### config.mk
export PLATFORM = sky130hd
export DESIGN_NAME = amx_control
export DESIGN_NICKNAME = d
export VERILOG_FILES = /design/src/verilog/amx_pkg.sv /design/src/verilog/amx_sync.sv /design/src/verilog/amx_control.sv
export VERILOG_INCLUDE_DIRS = /design/src /design/src/verilog
export SDC_FILE = /design/constraint.sdc
export NUM_CORES = 1
export LEC_CHECK = 0
export ABC_AREA = 1
export BUFFER_PORTS_ARGS = -buffer_cell sky130_fd_sc_hd__buf_4
export CORE_MARGIN = 1
export CORE_UTILIZATION = 46
export CTS_BUF_LIST = sky130_fd_sc_hd__clkbuf_16
export CTS_CLUSTER_SIZE = 12
export DETAILED_ROUTE_END_ITERATION = 8
export PLACE_DENSITY = 0.68
export SLEW_MARGIN = 10
export SYNTH_ARGS = -nofsm -noshare
export SYNTH_HDL_FRONTEND = slang
export SYNTH_SLANG_ARGS = --single-unit
### constraint.sdc
create_clock -name clk_i -period 4.2 [get_ports clk_i]
set_input_delay 0.63 -clock clk_i [delete_from_list [all_inputs] [get_ports clk_i]]
set_output_delay 0.63 -clock clk_i [all_outputs]
set_load 0.02 [all_outputs]
### src/verilog/amx_defines.svh
`ifndef AMX_DEFINES_SVH
`define AMX_DEFINES_SVH

// clock period of clk_i
`define AMX_CLK_NS 25
// settle time allowed for ladder and comparator per trial bit
`define AMX_BIT_SETTLE_NS 200
// least time rounds up to whole cycles
`define AMX_BIT_CYC ((`AMX_BIT_SETTLE_NS + `AMX_CLK_NS - 1) / `AMX_CLK_NS)
`define AMX_RES_BITS 8
`define AMX_SEL_BITS 3
`define AMX_CHANNELS 8
`define AMX_CNT_BITS 4
`define AMX_DATA_RST 8'h00
`define AMX_SEL_RST 3'h0
`define AMX_SAR_MSB 8'h80

`endif

### src/verilog/amx_pkg.sv
package amx_pkg;
    typedef enum logic [4:0] {
        AMX_IDLE    = 5'h01,
        AMX_CLEAR   = 5'h02,
        AMX_CONVERT = 5'h04,
        AMX_LOAD    = 5'h08,
        AMX_FLAG    = 5'h10
    } amx_state_t;
    typedef logic [7:0] amx_code_t;
    typedef logic [2:0] amx_sel_t;
endpackage : amx_pkg

### src/verilog/amx_sync.sv
`timescale 1ns/10ps
module amx_sync #(
    parameter int W = 1
) (
    input wire logic clk_i, // system clock
    input wire logic sys_rst_i, // async reset, active high
    input wire logic [W-1:0] async_i, // pin levels
    output logic [W-1:0] sync_o // levels after two flops
);
    logic [W-1:0] meta_reg;
    logic [W-1:0] sync_reg;

    // first stage feeds the second stage only
    always_ff @(posedge clk_i or posedge sys_rst_i) begin
        if (sys_rst_i) begin
            meta_reg <= '0;
            sync_reg <= '0;
        end else begin
            meta_reg <= async_i;
            sync_reg <= meta_reg;
        end
    end

    assign sync_o = sync_reg;
endmodule : amx_sync

### src/verilog/amx_control.sv
`timescale 1ns/10ps
`include "amx_defines.svh"
module amx_control (
    input wire logic clk_i, // 40 MHz conversion clock
    input wire logic sys_rst_i, // async reset, active high
    input wire logic conversion_trigger_i, // start pulse pin
    input wire logic addr_strobe_i, // address latch strobe pin
    input wire amx_pkg::amx_sel_t chan_sel_i, // channel select pins, bit 2 is msb
    input wire logic out_en_i, // output enable pin, active high
    input wire logic cmp_i, // comparator: 1 when input >= trial level
    output amx_pkg::amx_code_t trial_code_o, // trial code to ladder tap
    output logic [`AMX_CHANNELS-1:0] analog_input_sel_o, // one-hot mux switch
    output amx_pkg::amx_code_t data_o, // result data lines
    output logic [`AMX_RES_BITS-1:0] data_oe_n_o, // low while driving data
    output logic eoc_o // end of conversion flag
);
    import amx_pkg::*;

    logic trig_s;
    logic ale_s;
    logic oe_s;
    logic cmp_s;
    amx_sel_t sel_s;
    logic trig_d_reg;
    logic ale_d_reg;

    // every pin, the comparator too, crosses two flops before use;
    // the cost is about three clocks of latency on each strobe,
    // which the eight-clock trial window and the flag bound absorb
    amx_sync #(.W(7)) u_sync (
        .clk_i(clk_i),
        .sys_rst_i(sys_rst_i),
        .async_i({conversion_trigger_i, addr_strobe_i, out_en_i, cmp_i, chan_sel_i}),
        .sync_o({trig_s, ale_s, oe_s, cmp_s, sel_s})
    );

    wire trig_rise = trig_s & ~trig_d_reg;
    wire trig_fall = ~trig_s & trig_d_reg;
    wire ale_rise = ale_s & ~ale_d_reg;

    amx_state_t state_reg, state_next;
    amx_code_t sar_reg, sar_next;
    amx_code_t data_reg, data_next;
    amx_sel_t chan_reg, chan_next;
    logic [2:0] bit_reg, bit_next;
    logic [`AMX_CNT_BITS-1:0] cnt_reg, cnt_next;
    logic eoc_reg, eoc_next;

    always_comb begin
        state_next = state_reg;
        sar_next = sar_reg;
        data_next = data_reg;
        bit_next = bit_reg;
        cnt_next = cnt_reg;
        eoc_next = eoc_reg;
        case (state_reg)
            AMX_IDLE: begin
                state_next = AMX_IDLE;
            end
            AMX_CLEAR: begin
                sar_next = `AMX_DATA_RST;
                eoc_next = 1'b0;
                if (trig_fall) begin
                    state_next = AMX_CONVERT;
                    sar_next = `AMX_SAR_MSB;
                    bit_next = 3'(`AMX_RES_BITS - 1);
                    cnt_next = `AMX_CNT_BITS'(`AMX_BIT_CYC - 1);
                end
            end
            AMX_CONVERT: begin
                if (cnt_reg != '0) begin
                    cnt_next = cnt_reg - 1'b1;
                end else begin
                    // keep the bit only when input is at or above the trial level
                    if (!cmp_s) begin
                        sar_next[bit_reg] = 1'b0;
                    end
                    if (bit_reg == 3'h0) begin
                        state_next = AMX_LOAD;
                    end else begin
                        bit_next = bit_reg - 1'b1;
                        sar_next[bit_reg - 1'b1] = 1'b1;
                        cnt_next = `AMX_CNT_BITS'(`AMX_BIT_CYC - 1);
                    end
                end
            end
            AMX_LOAD: begin
                data_next = sar_reg;
                state_next = AMX_FLAG;
            end
            AMX_FLAG: begin
                eoc_next = 1'b1;
                state_next = AMX_IDLE;
            end
            default: begin
                state_next = AMX_IDLE;
            end
        endcase
        // a fresh rising edge wins from any state, aborting work in flight
        if (trig_rise) begin
            state_next = AMX_CLEAR;
            sar_next = `AMX_DATA_RST;
            eoc_next = 1'b0;
        end
    end

    always_ff @(posedge clk_i or posedge sys_rst_i) begin
        if (sys_rst_i) begin
            state_reg <= AMX_IDLE;
            sar_reg <= `AMX_DATA_RST;
            data_reg <= `AMX_DATA_RST;
            bit_reg <= 3'h0;
            cnt_reg <= '0;
            eoc_reg <= 1'b0;
        end else begin
            state_reg <= state_next;
            sar_reg <= sar_next;
            data_reg <= data_next;
            bit_reg <= bit_next;
            cnt_reg <= cnt_next;
            eoc_reg <= eoc_next;
        end
    end

    // edge detector group
    logic trig_d_next;
    logic ale_d_next;

    // delayed copies reset low, the idle level of both pins,
    // so release of reset never fakes a strobe or trigger edge
    always_comb begin
        trig_d_next = trig_s;
        ale_d_next = ale_s;
    end

    always_ff @(posedge clk_i or posedge sys_rst_i) begin
        if (sys_rst_i) begin
            trig_d_reg <= 1'b0;
            ale_d_reg <= 1'b0;
        end else begin
            trig_d_reg <= trig_d_next;
            ale_d_reg <= ale_d_next;
        end
    end

    // channel latch group: only a strobe edge may move the mux,
    // so a host may change the select pins freely between strobes
    always_comb begin
        chan_next = chan_reg;
        if (ale_rise) begin
            chan_next = sel_s;
        end
    end

    always_ff @(posedge clk_i or posedge sys_rst_i) begin
        if (sys_rst_i) begin
            chan_reg <= `AMX_SEL_RST;
        end else begin
            chan_reg <= chan_next;
        end
    end

    // plain binary code to one switch; code 0 closes input 0
    function automatic logic [`AMX_CHANNELS-1:0] amx_onehot(input amx_sel_t code);
        logic [`AMX_CHANNELS-1:0] hot;
        hot = '0;
        hot[code] = 1'b1;
        return hot;
    endfunction : amx_onehot

    assign trial_code_o = sar_reg;
    assign analog_input_sel_o = amx_onehot(chan_reg);
    assign data_o = data_reg;

    // one enable per data line, all from the same synchronised pin,
    // so the lines never drive while the others float
    genvar gi;
    generate
        for (gi = 0; gi < `AMX_RES_BITS; gi = gi + 1) begin : g_oe
            assign data_oe_n_o[gi] = ~oe_s;
        end
    endgenerate
    assign eoc_o = eoc_reg;
endmodule : amx_control

* After elaboration in Yosys (flattened, before gate mapping)
Index checks and enable logic that the tools add are counted.
** Operators by class
- Add/sub/neg operators :: 2
- Multipliers :: 0
- Div/mod/pow operators :: 0
- Order comparisons :: 6
- Equal/unequal tests :: 11
- Shifts and indexed selects :: 0
- Mux-type cells :: 29
- Bitwise gates (word level) :: 10
- Reductions and logical operators :: 12
** Operator list (number)
- 8-bit 2-to-1 mux :: 7
- 5-bit 2-to-1 mux :: 4
- 8-bit case mux with 2 select lines :: 1
- 5-bit case mux with 3 select lines :: 1
- 3-bit by 4-bit less-than comparator with 1-bit output, second input constant :: 3
- 4-bit 2-to-1 mux :: 3
- 3-bit inequality test, second input constant :: 4
- 1-bit demux with 3-bit select :: 3
- 3-bit by 1-bit >= comparator with 1-bit output, second input constant :: 3
- 3-bit 2-to-1 mux :: 3
- 8-bit bitwise AND :: 1
- 8-bit NOT :: 1
- 8-bit OR :: 1
- 4-bit case mux with 2 select lines :: 1
- 2-bit inequality test, second input constant :: 3
- 3-bit case mux with 2 select lines :: 1
- 3-bit AND reduction :: 2
- 3-bit nonzero test :: 2
- 5-bit by 2-bit == test with 1-bit output, second input constant :: 1
- 5-bit by 3-bit == test with 1-bit output, second input constant :: 1
- 5-bit by 4-bit == test with 1-bit output, second input constant :: 1
- 5-bit == test, second input constant :: 1
- 1-bit 2-to-1 mux :: 4
- 1-bit NOT :: 4
- 10 further kinds :: 14
** Storage, ports and cells
- Flip-flop bits (word level) :: 48
- Bits in latches :: 0
- Bits in writable memories :: 0
- ROM bits :: 0
- Input bits :: 9
- Output and inout port bits :: 33
- Word-level logic and storage cells :: 81
- Memories :: 0

* Logic depth before layout (Yosys ltp)
- Depth in word-level cells :: 14
- Depth in mapped cells :: 10
- Gate-level depth less buffers :: 10

* By module
From an unflattened synthesis, not the netlist that was laid out.
** Unflattened totals
- Cell total of the unflattened synthesis :: 269
- Area, all modules :: 2248.4 sq um
** Modules (own cells, without submodules)
- amx_control :: instances 1, cells each 254, area an instance 1894.3 sq um
- amx_sync :: instances 1, cells each 15, area an instance 354.1 sq um

* Least setup slack after synthesis
No wires, ideal clock.
- Path kind :: reg2out
- Start point :: register chan_reg[0]
- End point :: output analog_input_sel_o[7]
- Data arrival time :: 0.982 ns
- Data required time :: 3.570 ns
- Slack :: 2.588 ns
- Stages on the path, launching flop included :: 3
- Buffers on the path :: 0
- Cell sequence :: dfrtp_1 -> inv_1 -> nor3_1
** On the way
- Word-level cells in the longest chain between the ends :: 4
- Elaborated cells between the ends (all ways) :: 5
- Those cells by class :: order compare (2); mux (2); reduce/logical (1)
** Ends and longest elaborated chain
- from (decl) :: RTL line amx_control.sv:44 : amx_sel_t chan_reg, chan_next;
- from (signal assigned) :: RTL line amx_control.sv:157 : chan_reg <= `AMX_SEL_RST;
- from (signal assigned) :: RTL line amx_control.sv:159 : chan_reg <= chan_next;
- 3-bit by 4-bit less-than comparator with 1-bit output (not written as such) or 3-bit by 1-bit >= comparator with 1-bit output (tied branches) :: RTL line amx_control.sv:167 : hot[code] = 1'b1;
- 1-bit logical AND (not written as such) :: RTL line amx_control.sv:167
- 1-bit 2-to-1 mux (not written as such) :: RTL line amx_control.sv:167
- 1-bit demux with 3-bit select (*) :: RTL line amx_control.sv:167
- to (decl) :: RTL line amx_control.sv:12 : output logic [`AMX_CHANNELS-1:0] analog_input_sel_o,
Mark *: on every way between the ends. The rest lies on a longest branch, timed or not.

* Worst setup path in the final report
- Start point :: register chan_reg[1]
- End point :: output analog_input_sel_o[7]
The elaborated chain is that of the path after synthesis.

==> impl_metrics.ini <==
[worst_setup_path]
crit_type = reg2out
cp-end-kind = primary output
crit_fanout = 5
crit_required_ns = 3.57
critPathLaunchType = flop
cp.arrival_ns = 1.17

[floorplanning]
die_area_sq_um = 5230
start_util_pct = 47.8
std_cell_rows = 25
io_pins = 42
die_x_um = 72.3
fp.coreArea_sq_um = 4750
die_height_um = 72.3

[routing]
ant_nets = 0
wire_per_inst_um = 11.9
via_per_inst = 4.80
drc = 0
drt-pass1-iter-count = 4
vias = 1796
wirelength_um = 4450
drtIter0Drc = 82

[yosys]
synth_nets = 282
seq_area_frac_synth_pct = 52.9
ys_ff_latch = 48
syn_area_sq_um = 2270
ys_types = 29
yosysWarnings = 0
synth_edf_count = 0
ys.flop_type = dfrtp_1
synthArstFlopShare_pct = 100
syn_avg_cell_area_sq_um = 8.48
synthCells = 268

[sta]
final.setup.tns_ns = 0
slew_headroom_pct = 35.2
tightest_slew_ns = 0.971
fmax_mhz = 557
fin_skew_ns = 0.00708
rsz0062_at_grt = false
period_share_pct = 42.7
min_period_ns = 1.80
timing.hold.ws_ns = 0.348
setup_viol = 0
drv_slew = 0
hold_violations = 0

[finish]
fin_cells = 374
layout.nets = 320
area_growth_pct = 20.3
layout-drive-gt1-share_pct = 20.5
fillCellCount = 468
antenna_cells = 0

[global_routing]
globalRoute.totalOverflow = 0
antenna_found_initial = 0
grt_max_degree = 49
grt.met1_usage_pct = 27.2
top_usage_layer = met2
grt_pass1_vias = 1650
grt.met3_usage_pct = 4.17
grt_pass1_wl_um = 7750
grt.met2_usage_pct = 30.0
track_usage_pct = 19.5

[pwr]
power.share.switching_pct = 32.8
p_int_w = 0.000827
power.total_w = 0.00123
power_frac_clock_pct = 31.2
pwr-share-seq_pct = 44.5
p_leak_nw = 1.49
power_switching_w = 0.000404
peakVddDrop_mv = 0.214
powerDensity_nw_per_um2 = 450
p_comb_share_pct = 24.4

[clock_tree]
clkLatencyLatePin_ns = 0.29
htreeDepth = 2
cts-hold-fix-buffers = 0
postCtsSetupRepairBufs = 0
clockBufferDepth = 2
numCtsBuffers = 5
clock_sinks = 48
root_buffer = clkbuf_16
post_cts_resized = 0
clkTransAtPathRegs_ns = 0.06
cts_tree = done

[placement]
gp_congestion = 0.839
dp_cells = 366
post-dp-hpwl_um = 3270
numPortBuffers = 41

[worst_hold_path]
hold_class = reg2reg

[run_status]
status = complete, no violations

[job]
drv_cap = 0
[critical path, cell delays in order, from the launching register on]
cell     delay, ns
dfrtp_1       0.41
inv_1         0.12
nor3_1        0.18
buf_4         0.17
[cells in the mapped netlist, types with 2 or more instances]
| master | n | area share (%) |
|---|---|---|
| ha_1 | 5 | 2.8 |
| nand2_4 | 2 | 0.99 |
| o21ai_1 | 4 | 0.88 |
| o21ai_0 | 3 | 0.66 |
| dfrtp_1 | 47 | 52 |
| nand4_1 | 3 | 0.83 |
| inv_1 | 30 | 5.0 |
| nor3_1 | 10 | 2.2 |
| a21oi_1 | 5 | 1.1 |
| nor2_4 | 2 | 0.99 |
| buf_4 | 7 | 2.3 |
| nand3_1 | 26 | 5.7 |
| nor2_1 | 22 | 3.6 |
| nand2_2 | 4 | 1.1 |
| nand3_2 | 3 | 1.3 |
| nand2_1 | 82 | 14 |
[layout by cell type, fill, tap and decap left out]
cell type / n
clkbuf_16: 5
nor3_1: 10
xor2_1: 1
nor2_1: 22
dfstp_2: 1
dfrtp_1: 47
nand2_2: 4
o2bb2ai_1: 1
a21oi_1: 5
nor2_2: 1
buf_4: 41
and2_1: 1
a21o_1: 1
clkinv_1: 2
inv_1: 30
nor2_8: 1
nand2_1: 82
nand3_2: 3
nand2_4: 2
clkinv_4: 1
o21ai_1: 4
nor2_4: 2
inv_2: 2
o21ai_0: 3
ha_1: 5
nand3_1: 26
nand4_1: 3
xnor2_1: 1
[worst paths after layout]
path / slack [ns] / depth (start not counted) / end / start
setup reg to reg: 2.66 / 5 / data_o[5]$_DFFE_PP0N_ / state_reg[1]$_DFFE_PP0P_
max in group asynchronous: 3.03 / 2 / trial_code_o[6]$_DFFE_PP0P_ / sys_rst_i
hold reg to reg: 0.35 / 0 / u_sync.sync_o[3]$_DFF_PP0_ / u_sync.meta_reg[3]$_DFF_PP0_
min in group asynchronous: 0.58 / 2 / cnt_reg[0]$_DFFE_PP0P_ / sys_rst_i
setup / recovery: 2.40 / 3 / analog_input_sel_o[7] / chan_reg[1]$_DFFE_PP0P_
hold / removal: 0.35 / 0 / u_sync.sync_o[3]$_DFF_PP0_ / u_sync.meta_reg[3]$_DFF_PP0_
[stage by stage]
step / utilization, % / worst slack (ns) / area (sq um)
4_1_cts: 57.5 / 2.40 / 2730
3_5_place_dp: 54.5 / 2.61 / 2590
5_1_grt: 57.5 / 2.27 / 2730
3_3_place_gp: 54.5 / 2.63 / 2590
2_1_floorplan: - / 2.43 / 2270
6_report: 57.5 / 2.40 / 2730
[logic make-up (layout without fill, tap and decap cells)]
family,Yosys count,count (layout),synth area share [%]
buf+inv,42,81,8.47
simple gates,157,157,31.8
fa+ha+maj,5,5,2.75
flops,48,48,52.9
xor+xnor,2,2,0.771
compound gates,14,14,3.36
[layer usage]
metal | wire [um] | up-vias
met3 | 140 | 5
li1 | - | 910
met1 | 2160 | 845
met4 | 45 | 0
met2 | 2100 | 36
met5 | 0 | -
[power groups by stage]
stage                     Combinational [W]  Sequential, W  Clock, W
after global placement             0.000297       0.000553         0
after CTS                          0.000302       0.000547  0.000396
final                              0.000300       0.000547  0.000383
after global routing               0.000347       0.000554  0.000410
after detailed placement           0.000299       0.000555         0
after floorplan                    0.000244       0.000541         0
[layout make-up]
class                   count  area, sq um  area share (%)
clock inverters             3         16.3           0.595
inverters                  32          120            4.39
well taps                  67         83.8            3.07
multi-input cells         178          878            32.1
repair buffers             41          308            11.3
flip-flops and latches     48         1200            44.0
clock buffers               5          125            4.58
(Power assumes the default switching activity.)
